--- src/rtl/ebi_defines.vh ---
// Constants shared by the external bus controller files
`ifndef EBI_DEFINES_VH
`define EBI_DEFINES_VH

`define EBI_MODE_SINGLE   2'h0
`define EBI_KIND_ROMRAM   2'h0
`define EBI_KIND_SFR      2'h1
`define EBI_KIND_EXT      2'h2
`define EBI_MUX_NONE      2'h0
`define EBI_MUX_SPACE1    2'h1
`define EBI_MUX_SPACE2    2'h2
`define EBI_MUX_ALL       2'h3
`define EBI_ALE_ON_CLK    2'h1
`define EBI_ALE_ON_GRANT  2'h2
`define EBI_ALE_ON_PIN    2'h3
`define EBI_CLKSEL_BUS    2'h0
`define EBI_CODE_W        5
`define EBI_LEN_W         4
`define EBI_LEN_ROMRAM    4'h1
`define EBI_LEN_SFR       4'h2
`define EBI_LEN_DEFAULT   4'h9
`define EBI_CS_PIN_LO     20
`define EBI_SYNC_W        36
`define EBI_INIT_CNT      2'h3

`endif

--- src/rtl/ebi_ctrl.v ---
// External bus controller: arbitration, cycle timing and pin control
`timescale 1ns/1ps
`include "ebi_defines.vh"
module ebi_ctrl (
    input  wire        core_clk_in,               // Core clock, 25 MHz
    input  wire        rstn_in,                   // Async reset, active low
    input  wire        cpu_clock_in,              // CPU clock from outside
    input  wire [1:0]  proc_mode_in,              // 0 single, 1 exp, 2 micro
    input  wire [3:0]  width_per_space_in,        // 1 = 16-bit space
    input  wire        width_load_in,             // Load space 3 width bit
    input  wire        byte_width_strap_in,       // High = space 3 8-bit
    input  wire [1:0]  chip_select_layout_in,     // Selects minus one
    input  wire        strobe_combo_select_in,    // 1 = byte store strobes
    input  wire        internal_mem_wait_in,      // Extra internal clock
    input  wire        sfr_wait_in,               // Extra register clock
    input  wire [19:0] wait_cycle_code_in,        // Five bits per space
    input  wire [3:0]  recovery_cycle_enable_in,  // Per space
    input  wire [1:0]  bus_mux_select_in,         // Multiplexed spaces
    input  wire [1:0]  ale_pin_select_in,         // Latch strobe pin
    input  wire        bus_clock_output_disable_in, // 1 = no clock out
    input  wire [1:0]  clock_output_select_in,    // Clock pin function
    input  wire        cpu_req_in,                // CPU access request
    input  wire [1:0]  cpu_kind_in,               // Internal, SFR, external
    input  wire [1:0]  cpu_space_in,              // External space index
    input  wire [23:0] cpu_addr_in,               // CPU address
    input  wire        cpu_write_in,              // CPU write
    input  wire        cpu_word_in,               // CPU word access
    input  wire [15:0] cpu_wdata_in,              // CPU write data
    output reg         cpu_done_out,              // CPU access done
    input  wire        dma_req_in,                // DMA access request
    input  wire [1:0]  dma_kind_in,               // Internal, SFR, external
    input  wire [1:0]  dma_space_in,              // External space index
    input  wire [23:0] dma_addr_in,               // DMA address
    input  wire        dma_write_in,              // DMA write
    input  wire        dma_word_in,               // DMA word access
    input  wire [15:0] dma_wdata_in,              // DMA write data
    output reg         dma_done_out,              // DMA access done
    output reg  [15:0] rdata_out,                 // Read data
    output wire [23:0] addr_pin_out,              // Address and select pins
    output wire [23:0] addr_pin_oe_out,           // Per-line enable
    input  wire [15:0] addr_pin_in,               // Muxed lines read back
    output wire [15:0] data_pin_out,              // Data bus
    output wire [15:0] data_pin_oe_out,           // Per-line enable
    input  wire [15:0] data_pin_in,               // Data bus read back
    output reg         read_strobe_n_out,         // Read strobe
    output reg         low_byte_store_n_out,      // Low or single store
    output reg         high_byte_store_n_out,     // High byte store
    output reg         upper_byte_enable_n_out,   // Upper byte enable
    output wire        ctrl_oe_out,               // Strobe pin enable
    input  wire        wait_request_n_in,         // Wait request pin
    input  wire        bus_request_n_in,          // Hold request pin
    output reg         bus_grant_n_out,           // Grant pin
    output reg         addr_latch_strobe_out,     // Dedicated latch pin
    output reg         bus_cycle_clock_out,       // Clock pin
    output wire        hold_active_out            // Bus handed over
);
    localparam [4:0] ST_IDLE = 5'h01;
    localparam [4:0] ST_ACC  = 5'h02;
    localparam [4:0] ST_REC  = 5'h04;
    localparam [4:0] ST_HOLD = 5'h08;
    localparam [4:0] ST_INIT = 5'h10;

    wire [`EBI_SYNC_W-1:0] sync_w;
    wire [15:0] ad_s;
    wire [15:0] data_s;
    wire        lclk_s;
    wire        wait_n_s;
    wire        breq_n_s;
    wire        strap_s;
    reg         lclk_d_reg;
    reg  [4:0]  state_reg;
    reg  [1:0]  init_reg;
    reg         w3_reg;
    reg  [3:0]  cnt_reg;
    reg         first_reg;
    reg         stretch_reg;
    reg         dma_own_reg;
    reg         ext_reg;
    reg         wr_reg;
    reg         mux_reg;
    reg         w16_reg;
    reg         rec_reg;
    reg  [23:0] addr_reg;
    reg  [15:0] wdata_reg;
    reg  [3:0]  cs_n_reg;
    reg         ale_reg;
    reg         grant_n_reg;
    wire        rise;
    wire        fall;
    wire        bus_mode;
    wire        in_hold;
    wire [3:0]  width_w;
    wire        sel_dma;
    wire [1:0]  sel_kind;
    wire [1:0]  sel_space;
    wire [23:0] sel_addr;
    wire        sel_write;
    wire        sel_word;
    wire [15:0] sel_wdata;
    wire        sel_mux;
    wire [3:0]  ext_len;
    wire [2:0]  ncs;
    wire        mux_data;
    wire        ext_write_drive;
    wire        combo_bytes;
    wire [15:0] lane_oe;

    function is_mux;
        input [1:0] msel;
        input [1:0] space;
        begin
            case (msel)
                `EBI_MUX_SPACE1: is_mux = (space == 2'h1);
                `EBI_MUX_SPACE2: is_mux = (space == 2'h2);
                `EBI_MUX_ALL:    is_mux = 1'b1;
                default:         is_mux = 1'b0;
            endcase
        end
    endfunction

    ebi_sync #(.W(`EBI_SYNC_W)) u_sync (
        .clk_in  (core_clk_in),
        .rstn_in (rstn_in),
        .d_in    ({byte_width_strap_in, bus_request_n_in, wait_request_n_in,
                   cpu_clock_in, data_pin_in, addr_pin_in}),
        .q_out   (sync_w)
    );
    assign ad_s     = sync_w[15:0];
    assign data_s   = sync_w[31:16];
    assign lclk_s   = sync_w[32];
    assign wait_n_s = sync_w[33];
    assign breq_n_s = sync_w[34];
    assign strap_s  = sync_w[35];

    assign rise = lclk_s & ~lclk_d_reg;
    assign fall = ~lclk_s & lclk_d_reg;

    assign bus_mode = (proc_mode_in != `EBI_MODE_SINGLE);
    assign in_hold  = (state_reg == ST_HOLD);
    assign hold_active_out = in_hold;
    assign width_w  = {w3_reg, width_per_space_in[2:0]};

    assign sel_dma   = dma_req_in;
    assign sel_kind  = sel_dma ? dma_kind_in  : cpu_kind_in;
    assign sel_space = sel_dma ? dma_space_in : cpu_space_in;
    assign sel_addr  = sel_dma ? dma_addr_in  : cpu_addr_in;
    assign sel_write = sel_dma ? dma_write_in : cpu_write_in;
    assign sel_word  = sel_dma ? dma_word_in  : cpu_word_in;
    assign sel_wdata = sel_dma ? dma_wdata_in : cpu_wdata_in;
    assign sel_mux   = is_mux(bus_mux_select_in, sel_space);

    ebi_cycle_len u_len (
        .code_in (wait_cycle_code_in[sel_space*5 +: 5]),
        .mux_in  (sel_mux),
        .len_out (ext_len)
    );

    always @(posedge core_clk_in or negedge rstn_in) begin
        if (!rstn_in) begin
            lclk_d_reg   <= 1'b0;
            state_reg    <= ST_INIT;
            init_reg     <= 2'h0;
            w3_reg       <= 1'b0;
            cnt_reg      <= 4'h0;
            first_reg    <= 1'b0;
            stretch_reg  <= 1'b0;
            dma_own_reg  <= 1'b0;
            ext_reg      <= 1'b0;
            wr_reg       <= 1'b0;
            mux_reg      <= 1'b0;
            w16_reg      <= 1'b0;
            rec_reg      <= 1'b0;
            addr_reg     <= 24'h000000;
            wdata_reg    <= 16'h0000;
            cs_n_reg     <= 4'hf;
            ale_reg      <= 1'b0;
            grant_n_reg  <= 1'b1;
            rdata_out    <= 16'h0000;
            cpu_done_out <= 1'b0;
            dma_done_out <= 1'b0;
            upper_byte_enable_n_out <= 1'b1;
            read_strobe_n_out       <= 1'b1;
            low_byte_store_n_out    <= 1'b1;
            high_byte_store_n_out   <= 1'b1;
        end else begin
            lclk_d_reg   <= lclk_s;
            cpu_done_out <= 1'b0;
            dma_done_out <= 1'b0;
            if (width_load_in)
                w3_reg <= width_per_space_in[3];
            case (state_reg)
                ST_INIT: begin
                    init_reg <= init_reg + 2'h1;
                    if (init_reg == `EBI_INIT_CNT) begin
                        w3_reg    <= ~strap_s;
                        state_reg <= ST_IDLE;
                    end
                end
                ST_IDLE: begin
                    if (rise) begin
                        if (!breq_n_s) begin
                            state_reg   <= ST_HOLD;
                            grant_n_reg <= 1'b0;
                        end else if (dma_req_in || cpu_req_in) begin
                            state_reg   <= ST_ACC;
                            dma_own_reg <= sel_dma;
                            first_reg   <= 1'b1;
                            stretch_reg <= 1'b0;
                            ale_reg     <= 1'b1;
                            wr_reg      <= sel_write;
                            ext_reg     <= (sel_kind == `EBI_KIND_EXT);
                            mux_reg     <= sel_mux;
                            w16_reg     <= width_w[sel_space];
                            rec_reg     <= recovery_cycle_enable_in[sel_space];
                            wdata_reg   <= sel_wdata;
                            if (sel_kind == `EBI_KIND_EXT) begin
                                cnt_reg  <= ext_len;
                                addr_reg <= sel_addr;
                                cs_n_reg <= ~(4'h1 << sel_space);
                                if (width_w[sel_space])
                                    upper_byte_enable_n_out <=
                                        ~(sel_word | sel_addr[0]);
                                else
                                    upper_byte_enable_n_out <= 1'b1;
                            end else begin
                                cs_n_reg <= 4'hf;
                                if (sel_kind == `EBI_KIND_SFR)
                                    cnt_reg <= `EBI_LEN_SFR
                                             + {3'h0, sfr_wait_in};
                                else
                                    cnt_reg <= `EBI_LEN_ROMRAM
                                             + {3'h0, internal_mem_wait_in};
                            end
                        end
                    end
                end
                ST_ACC: begin
                    if (fall) begin
                        ale_reg <= 1'b0;
                        if (cnt_reg == 4'h1 && ext_reg)
                            stretch_reg <= ~wait_n_s;
                    end
                    if (rise) begin
                        if (cnt_reg == 4'h1 && !stretch_reg) begin
                            read_strobe_n_out     <= 1'b1;
                            low_byte_store_n_out  <= 1'b1;
                            high_byte_store_n_out <= 1'b1;
                            first_reg             <= 1'b0;
                            rdata_out   <= mux_reg ? ad_s : data_s;
                            cpu_done_out <= ~dma_own_reg;
                            dma_done_out <= dma_own_reg;
                            if (ext_reg && rec_reg && !mux_reg)
                                state_reg <= ST_REC;
                            else
                                state_reg <= ST_IDLE;
                        end else if (cnt_reg != 4'h1) begin
                            cnt_reg   <= cnt_reg - 4'h1;
                            first_reg <= 1'b0;
                            if (first_reg && ext_reg) begin
                                read_strobe_n_out <= wr_reg;
                                if (combo_bytes) begin
                                    low_byte_store_n_out  <= ~wr_reg |
                                        addr_reg[0];
                                    high_byte_store_n_out <= ~wr_reg |
                                        ~(addr_reg[0] | ~upper_byte_enable_n_out);
                                end else begin
                                    low_byte_store_n_out  <= ~wr_reg;
                                end
                            end
                        end
                    end
                end
                ST_REC: begin
                    if (rise)
                        state_reg <= ST_IDLE;
                end
                ST_HOLD: begin
                    if (breq_n_s) begin
                        grant_n_reg <= 1'b1;
                        state_reg   <= ST_IDLE;
                    end
                end
                default: state_reg <= ST_IDLE;
            endcase
        end
    end

    // Byte store strobes only on a 16-bit space with the option set
    assign combo_bytes = strobe_combo_select_in & w16_reg;

    assign ncs = {1'b0, chip_select_layout_in} + 3'h1;
    genvar gi;
    generate
        for (gi = 0; gi < 4; gi = gi + 1) begin : g_hipin
            localparam [1:0] CSI = 2'd3 - gi;
            if (gi == 3) begin : g_top
                assign addr_pin_out[`EBI_CS_PIN_LO+gi] =
                    ({1'b0, CSI} < ncs) ? cs_n_reg[CSI] : ~addr_reg[23];
            end else begin : g_mid
                assign addr_pin_out[`EBI_CS_PIN_LO+gi] =
                    ({1'b0, CSI} < ncs) ? cs_n_reg[CSI]
                                        : addr_reg[`EBI_CS_PIN_LO+gi];
            end
        end
    endgenerate

    // Low address lines carry write data after the address phase
    assign mux_data = (state_reg == ST_ACC) & ext_reg & mux_reg & ~first_reg;
    assign lane_oe  = w16_reg ? 16'hffff : 16'h00ff;
    assign addr_pin_out[19:16] = addr_reg[19:16];
    assign addr_pin_out[15:0]  = mux_data
        ? ((wdata_reg & lane_oe) | (addr_reg[15:0] & ~lane_oe))
        : addr_reg[15:0];
    assign addr_pin_oe_out = (bus_mode && !in_hold)
        ? {8'hff, (mux_data && !wr_reg) ? ~lane_oe : 16'hffff}
        : 24'h000000;

    assign ext_write_drive = ext_reg & wr_reg & ~mux_reg &
        ((state_reg == ST_ACC) | (state_reg == ST_REC));
    assign data_pin_out    = wdata_reg;
    assign data_pin_oe_out = (bus_mode && ext_write_drive)
        ? lane_oe : 16'h0000;
    assign ctrl_oe_out     = bus_mode & ~in_hold;

    always @(posedge core_clk_in or negedge rstn_in) begin
        if (!rstn_in) begin
            addr_latch_strobe_out <= 1'b0;
            bus_cycle_clock_out   <= 1'b0;
            bus_grant_n_out       <= 1'b1;
        end else begin
            addr_latch_strobe_out <= bus_mode & ale_reg & ~in_hold &
                (ale_pin_select_in == `EBI_ALE_ON_PIN);
            if (bus_mode && ale_pin_select_in == `EBI_ALE_ON_CLK)
                bus_cycle_clock_out <= ale_reg & ~in_hold;
            else
                bus_cycle_clock_out <= bus_mode &
                    ~bus_clock_output_disable_in &
                    (clock_output_select_in == `EBI_CLKSEL_BUS) & lclk_s;
            if (bus_mode && ale_pin_select_in == `EBI_ALE_ON_GRANT)
                bus_grant_n_out <= ale_reg & ~in_hold;
            else
                bus_grant_n_out <= grant_n_reg | ~bus_mode;
        end
    end
endmodule

--- src/rtl/ebi_cycle_len.v ---
// Wait code to external bus cycle length decoder
`timescale 1ns/1ps
`include "ebi_defines.vh"
module ebi_cycle_len (
    input  wire [`EBI_CODE_W-1:0] code_in,  // Wait cycle code
    input  wire                   mux_in,   // Multiplexed bus cycle
    output reg  [`EBI_LEN_W-1:0]  len_out   // Bus clocks in the cycle
);
    always @* begin
        len_out = `EBI_LEN_DEFAULT;
        if (!mux_in) begin
            case (code_in)
                5'h01:   len_out = 4'h2;
                5'h02:   len_out = 4'h3;
                5'h03:   len_out = 4'h4;
                5'h04:   len_out = 4'h5;
                5'h05:   len_out = 4'h6;
                5'h06:   len_out = 4'h7;
                5'h0a:   len_out = 4'h4;
                5'h0b:   len_out = 4'h5;
                5'h0c:   len_out = 4'h6;
                5'h13:   len_out = 4'h6;
                5'h14:   len_out = 4'h7;
                5'h16:   len_out = 4'h9;
                default: len_out = `EBI_LEN_DEFAULT;
            endcase
        end else begin
            case (code_in)
                5'h0a:   len_out = 4'h4;
                5'h0b:   len_out = 4'h5;
                5'h0d:   len_out = 4'h7;
                5'h13:   len_out = 4'h6;
                5'h14:   len_out = 4'h7;
                5'h15:   len_out = 4'h8;
                5'h16:   len_out = 4'h9;
                default: len_out = `EBI_LEN_DEFAULT;
            endcase
        end
    end
endmodule

--- src/rtl/ebi_sync.v ---
// Two-flop synchroniser for asynchronous pin inputs
`timescale 1ns/1ps
module ebi_sync #(
    parameter W = 1
) (
    input  wire         clk_in,   // Core clock
    input  wire         rstn_in,  // Async reset, active low
    input  wire [W-1:0] d_in,     // Asynchronous inputs
    output wire [W-1:0] q_out     // Synchronised inputs
);
    reg [W-1:0] meta_reg;
    reg [W-1:0] sync_reg;

    always @(posedge clk_in or negedge rstn_in) begin
        if (!rstn_in) begin
            meta_reg <= {W{1'b1}};
            sync_reg <= {W{1'b1}};
        end else begin
            meta_reg <= d_in;
            sync_reg <= meta_reg;
        end
    end

    assign q_out = sync_reg;
endmodule

--- config.mk ---
export PLATFORM = sky130hd
export DESIGN_NAME = ebi_ctrl
export DESIGN_NICKNAME = d
export VERILOG_FILES = /design/src/rtl/ebi_ctrl.v /design/src/rtl/ebi_cycle_len.v /design/src/rtl/ebi_sync.v
export VERILOG_INCLUDE_DIRS = /design/src /design/src/rtl
export SDC_FILE = /design/constraint.sdc
export NUM_CORES = 1
export LEC_CHECK = 0
export BUFFER_PORTS_ARGS = -buffer_cell sky130_fd_sc_hd__buf_2
export CORE_MARGIN = 5
export CORE_UTILIZATION = 51
export CTS_BUF_LIST = sky130_fd_sc_hd__clkbuf_16
export DETAILED_ROUTE_END_ITERATION = 16
export PLACE_DENSITY = 0.93
export SLEW_MARGIN = 20
export SYNTH_ARGS = -nofsm -noshare
export SYNTH_HDL_FRONTEND = slang
export SYNTH_SLANG_ARGS = --single-unit
--- constraint.sdc ---
create_clock -name core_clk_in -period 7.55 [get_ports core_clk_in]
set_input_delay 1.1325 -clock core_clk_in [delete_from_list [all_inputs] [get_ports core_clk_in]]
set_output_delay 1.1325 -clock core_clk_in [all_outputs]
set_load 0.05 [all_outputs]
## Yosys cells after proc, flatten, opt, wreduce, memory -nomap -nowiden

Memories as Yosys holds them, arrays and structs flattened.
Index checks and enable logic that the tools add are counted.

- Add/sub/neg operators: 5
- $mul: 1
- Shift operators: 2
- Muxes and demuxes: 85
- Magnitude comparators: 5
- Bitwise gates (word level): 43
- Eq/ne operators: 39
- Reductions and logical operators: 34

Operator list:

| operator | number |
|---|---|
| $mux 16 | 6 |
| $mux 24 | 2 |
| $mux 1 | 46 |
| $mux 5 | 8 |
| $mux 4 | 9 |
| $and 16x16->16 | 2 |
| $pmux 5 s5 | 1 |
| $ne 2x2->1 const B | 11 |
| $eq 5x4->1 const B | 4 |
| $eq 5x5->1 const B | 4 |
| $pmux 4 s5 | 1 |
| $shiftx 20x6->5 | 1 |
| $and 1x1->1 | 17 |
| $not 16->16 | 1 |
| $or 16x16->16 | 1 |
| $not 1->1 | 15 |
| $reduce_and 5->1 | 3 |
| $eq 2x2->1 const B | 7 |
| $reduce_and 7->1 | 2 |
| $reduce_and 4->1 | 3 |
| $reduce_and 6->1 | 2 |
| $reduce_bool 2->1 | 6 |
| $logic_and 1x1->1 | 10 |
| $eq 2x1->1 const B | 4 |
| 30 further kinds | 48 |

- ROM bits: 128
- Memories kept: 1
- Input bits: 175
- Logic and storage cells: 245
- Flip-flop bits (word level): 164

Memories:

| name | depth | bits a word | read ports | clocked after Yosys merged registers in | write ports | RTL line | text |
|---|---|---|---|---|---|---|---|
| (name not given) | 32 | 4 | 1 | 0 | 0 | ebi_cycle_len.v:12 | `case (code_in)` |

## Logic depth before layout (Yosys ltp)

- Depth in word-level cells: 12
- Mapped depth: 12
- Gate-level depth less buffers: 9

## Modules after synthesis

Synthesis repeated with hierarchy kept, for this count alone.

- Cells, all modules: 681
- Area total of the unflattened synthesis: 7646.1 µm²

Modules (own cells, without submodules):

| module | area each (µm²) | cells each | instances | sequential area each (µm²) |
|---|---|---|---|---|
| ebi_ctrl | 5373.9 | 557 | 1 | 2290.9 |
| ebi_sync | 1891.8 | 72 | 1 | 1891.8 |
| ebi_cycle_len | 380.4 | 52 | 1 | 0.0 |

## Least setup slack after synthesis

Ideal clock, no wire load.

- Path kind: input port to output port
- From: in proc_mode_in[1]
- To: out data_pin_oe_out[10]
- Data required time: 6.418 ns
- Stages: 4
- Data arrival time: 3.687 ns
- Path buffers: 1
- Path slack: 2.730 ns
- Path through: nor2_1 -> nor3_1 -> and2_1 -> buf_4

- Cells in the longest elaborated chain, start to end: 3

RTL lines:

| element | RTL line | text |
|---|---|---|
| start, declared | ebi_ctrl.v:8 | `input wire [1:0] proc_mode_in,` |
| $reduce_bool 2->1 (no source line) | - |  |
| $logic_and 1x1->1 | ebi_ctrl.v:321 | `assign data_pin_oe_out = (bus_mode && ext_write_drive)` |
| $mux 16 | ebi_ctrl.v:322 | `? lane_oe : 16'h0000;` |
| end, declared | ebi_ctrl.v:43 | `output wire [15:0] data_pin_oe_out,` |

Every way passes these cells.

## Worst setup path after layout

- From: reg state_reg[0]
- To: out addr_pin_oe_out[12]

- Cells in the longest elaborated chain, start to end: 7

RTL lines:

| element | RTL line | text |
|---|---|---|
| start, declared | ebi_ctrl.v:71 | `reg [4:0] state_reg;` |
| start signal, assigned | ebi_ctrl.v:161 | `state_reg <= ST_INIT;` |
| start signal, assigned | ebi_ctrl.v:196 | `state_reg <= ST_IDLE;` |
| start signal, assigned | ebi_ctrl.v:202 | `state_reg <= ST_HOLD;` |
| $eq 5x2->1 | ebi_ctrl.v:308 | `assign mux_data = (state_reg == ST_ACC) & ext_reg & mux_reg & ~first_reg;` |
| $and 1x1->1 (3 in a row) | ebi_ctrl.v:308 |  |
| $logic_and 1x1->1 | ebi_ctrl.v:315 | `? {8'hff, (mux_data && !wr_reg) ? ~lane_oe : 16'hffff}` |
| $mux 16 | ebi_ctrl.v:315 |  |
| $mux 24 (*) | ebi_ctrl.v:315 |  |
| end, declared | ebi_ctrl.v:40 | `output wire [23:0] addr_pin_oe_out,` |

Every way passes the cells marked *; elsewhere a longest branch is shown, timed or not.

==> Flow_metrics.wiki <==
{| class="wikitable"
! Metric !! Value
|-
| Outcome || completed
|-
| Cts bufs inserted || 17
|-
| WP buf/inv || 2
|-
| Buffers added on ports || 279
|-
| Post-Route WL || 20200 um
|-
| Required time worst endpoint || 6.42 ns
|-
| Post-Synthesis Cells || 699
|-
| Total design power || 3.43 mW
|-
| CTS-repair resized insts || 0
|-
| Via Count || 6036
|-
| Total power density per cell area || 361 nW/um^2
|-
| Initial DRC count || 452
|-
| Effective utilization at floorplan || 52.4%
|-
| Highest achievable clock rate || 206 MHz
|-
| Yosys Warn Count || 0
|-
| Number of global-route vias before repair || 6341
|-
| Cell with the most instances after synthesis || sky130_fd_sc_hd__nand2_1
|-
| Cell class contributing the biggest share of worst-path delay || simple AND/OR/NAND/NOR gates
|-
| FF-to-FF path depth || 7
|-
| Cell breakdown of the critical path || or3_1 -> nor2_1 -> nand4b_1 -> clkinv_1 -> nand2_1 -> o21a_1 -> buf_2
|-
| Register bit count reported by yosys || 163
|-
| Number of levels in the clock H-tree || 4
|-
| Setup slack of the worst register-to-register path || 4.55 ns
|-
| LEAKAGE || 4.68 nW
|-
| Critical Path End Type || output pin
|-
| Die Y || 133 um
|-
| Met3 track demand over resource || 6.72%
|-
| Termination of the worst setup path || addr_pin_oe_out[12]
|-
| Largest family of logic cells by synthesized area || multiplexers
|-
| Number of hold buffers added after CTS || 0
|-
| Row count || 44
|-
| Kind of path behind the tightest hold check || register to register
|-
| Antenna cells || 0
|-
| Type of the worst setup path || register to output pin
|-
| Combined area of all synthesized cells || 7670 um^2
|-
| Pin count of the biggest net entering global routing || 94
|-
| Final critical-path required period || 4.85 ns
|-
| R2R Path Start || state_reg[1]$_DFFE_PN0P_
|-
| Post-route insts no fill || 1126
|-
| Prevailing post-synth register cell || sky130_fd_sc_hd__dfstp_2
|-
| Number of clock sinks || 163
|-
| GRT met2 Usage || 41.2%
|-
| Fraction of synthesis flops using an asynchronous set or reset pin || 100%
|-
| Post-DR wirelength/cell || 18.0 um
|-
| Register area share after synthesis || 54.6%
|-
| Area share of xor/xnor cells in the synthesized design || 0.571%
|-
| Critical Path Fanout Max || 10
|-
| Clock root buffer || sky130_fd_sc_hd__clkbuf_16
|-
| Total of max-cap violations || 0
|-
| Busiest layer in global routing || met2
|-
| Cell count after placement || 1094
|-
| Final number of hold-violating endpoints || 0
|-
| Slew at the pin with the worst max-slew slack || 1.07 ns
|-
| First-pass GRT wire length || 32200 um
|-
| Fin Clk Skew || 0.0123 ns
|-
| I/O pins || 282
|-
| Weighted congestion at the end of routability-driven global placement || 0.890
|-
| ANT nets after route || 0
|-
| Count of cell types in the netlist || 59
|-
| Clk slew on worst S/H paths || 0.08 ns
|-
| Area delta synth->final || 23.7%
|-
| Number of enable flip-flop cells after synthesis || 0
|-
| Mean Syn Cell Area || 11.0 um^2
|-
| Compound-Gate Fraction of Synth Area || 9.66%
|-
| Share of final-layout standard cells stronger than drive strength 1 || 45.6%
|-
| Setup fix buffers added after clock tree synthesis || 0
|-
| Remaining max-slew budget at the tightest pin || 28.4%
|-
| Antenna violations before repair || 0
|-
| Clock Tree Buf Depth || 2
|-
| Number of nets in the layout || 1114
|-
| Logic depth of the worst path, buffers included || 7
|-
| Met1 capacity usage during global routing || 26.4%
|-
| CP arrival || 3.71 ns
|-
| Cell with the largest stage delay on the worst path || sky130_fd_sc_hd__nand4b_1
|-
| Avg Vias per Cell || 5.36
|-
| CTS tree || done
|-
| Number of slew-limit violations in the final report || 0
|-
| Detailed-placement wirelength estimate || 15100 um
|-
| Die width || 133 um
|-
| Largest stage delay, worst path || 0.65 ns
|-
| First-pass DRT Iterations || 5
|-
| Maximum resistive drop on vdd || 0.000331 V
|-
| Cell accounting for the most synthesized area || sky130_fd_sc_hd__dfstp_2
|-
| Number of nets in the synthesized netlist || 884
|-
| Unrepaired setup endpoints after global routing || no
|-
| Top-area cell type share of the netlist area || 28.4%
|-
| # setup viols final || 0
|-
| Final setup TNS || 0 ns
|-
| Post-route fraction of the period consumed by the critical path || 64.2%
|-
| GR Overflow Total || 0
|-
| Critical path startpoint || state_reg[0]$_DFFE_PN0P_
|-
| Multiplexer fraction of the synthesized cell area || 14.2%
|-
| Synthesized-area fraction occupied by adder cells || 1.63%
|-
| # DRC || 0
|-
| Simple logic cell fraction of the synthesized area || 12.9%
|-
| Die Outline Area || 17600 um^2
|-
| Core outline area || 14600 um^2
|-
| Worst reg2reg path endpoint || addr_reg[13]$_DFFE_PN0P_
|-
| Cell types with the highest counts after synthesis || 86 x sky130_fd_sc_hd__nand2_1, 83 x sky130_fd_sc_hd__dfstp_2, 80 x sky130_fd_sc_hd__dfrtp_1
|-
| Clock Latency Late Sink || 0.42 ns
|-
| Startpoint class of the critical path || register
|-
| Largest cells by area after synthesis || sky130_fd_sc_hd__dfstp_2 28%, sky130_fd_sc_hd__dfrtp_1 26%, sky130_fd_sc_hd__mux2i_1 9.1%
|-
| Total routing usage reported by global routing || 22.9%
|}
## layer usage
| layer | up-vias | part of all wire (%) |
|---|---|---|
| li1 | 2842 | - |
| met1 | 2888 | 38 |
| met2 | 270 | 52 |
| met3 | 36 | 7.0 |
| met4 | 0 | 2.7 |
| met5 | - | 0 |
## final cells by class
type                    instances  area (um^2)
flip-flops and latches        163         4180
repair buffers                283         1430
inverters                      17         63.8
multi-input cells             447         2990
fillers                      1107         5160
well taps                     184          230
clock inverters                15          154
clock buffers                  17          425
## kinds of logic (layout without fill, tap and decap cells)
| family | after synthesis | in the layout |
|---|---|---|
| multiplexers | 96 | 96 |
| AND/OR/NAND/NOR | 209 | 209 |
| adder cells (fa/ha/maj) | 10 | 10 |
| XOR/XNOR | 5 | 5 |
| flip-flops | 163 | 163 |
| AO/OA/AOI/OAI | 127 | 127 |
| buffers and inverters | 89 | 332 |
## stage by stage
step	cell area [um^2]	setup WS, ns	hold WS (ns)	util (%)
after floorplan	7670	2.73	0.345	-
after global placement	8900	3.20	0.345	60.8
after detailed placement	8900	3.06	0.347	60.8
after CTS	9480	2.72	0.353	64.7
after global routing	9480	2.49	0.354	64.7
final	9480	2.70	0.352	64.7
## where the power goes
part	switching [mW]	total [mW]	leakage (nW)	internal, mW
Clock	0.395	0.837	0.284	0.442
Combinational	0.964	1.33	2.50	0.370
Sequential	0.169	1.26	1.90	1.09
## cells in the final DEF, fill, tap and decap left out, drive strengths merged, types with 4 or more instances in the layout
| cell | count |
|---|---|
| a21o | 4 |
| a21oi | 31 |
| mux2 | 18 |
| or3 | 5 |
| nand4b | 4 |
| clkbuf | 17 |
| clkinv | 6 |
| nand2b | 17 |
| dfrtp | 80 |
| inv | 25 |
| nand2 | 86 |
| mux2i | 71 |
| o21ai | 56 |
| and3 | 4 |
| o21a | 4 |
| nor3b | 4 |
| nand3 | 4 |
| dfstp | 83 |
| a211oi | 4 |
| nor4 | 4 |
| ha | 10 |
| and2 | 5 |
| nor2b | 5 |
| nor3 | 13 |
| mux4 | 7 |
| a31oi | 7 |
| nor2 | 50 |
| buf | 283 |
## worst min path at each step
stage	to	slack [ns]	startpoint	cells past startpoint
2_1_floorplan	u_sync.q_out[0]$_DFF_PN1_	0.35	u_sync.meta_reg[0]$_DFF_PN1_	0
3_3_place_gp	u_sync.q_out[17]$_DFF_PN1_	0.35	u_sync.meta_reg[17]$_DFF_PN1_	0
3_5_place_dp	u_sync.q_out[31]$_DFF_PN1_	0.35	u_sync.meta_reg[31]$_DFF_PN1_	0
4_1_cts	u_sync.q_out[28]$_DFF_PN1_	0.35	u_sync.meta_reg[28]$_DFF_PN1_	0
5_1_grt	u_sync.q_out[3]$_DFF_PN1_	0.35	u_sync.meta_reg[3]$_DFF_PN1_	0
6_report	u_sync.q_out[28]$_DFF_PN1_	0.35	u_sync.meta_reg[28]$_DFF_PN1_	0
(Power assumes the default switching activity.)
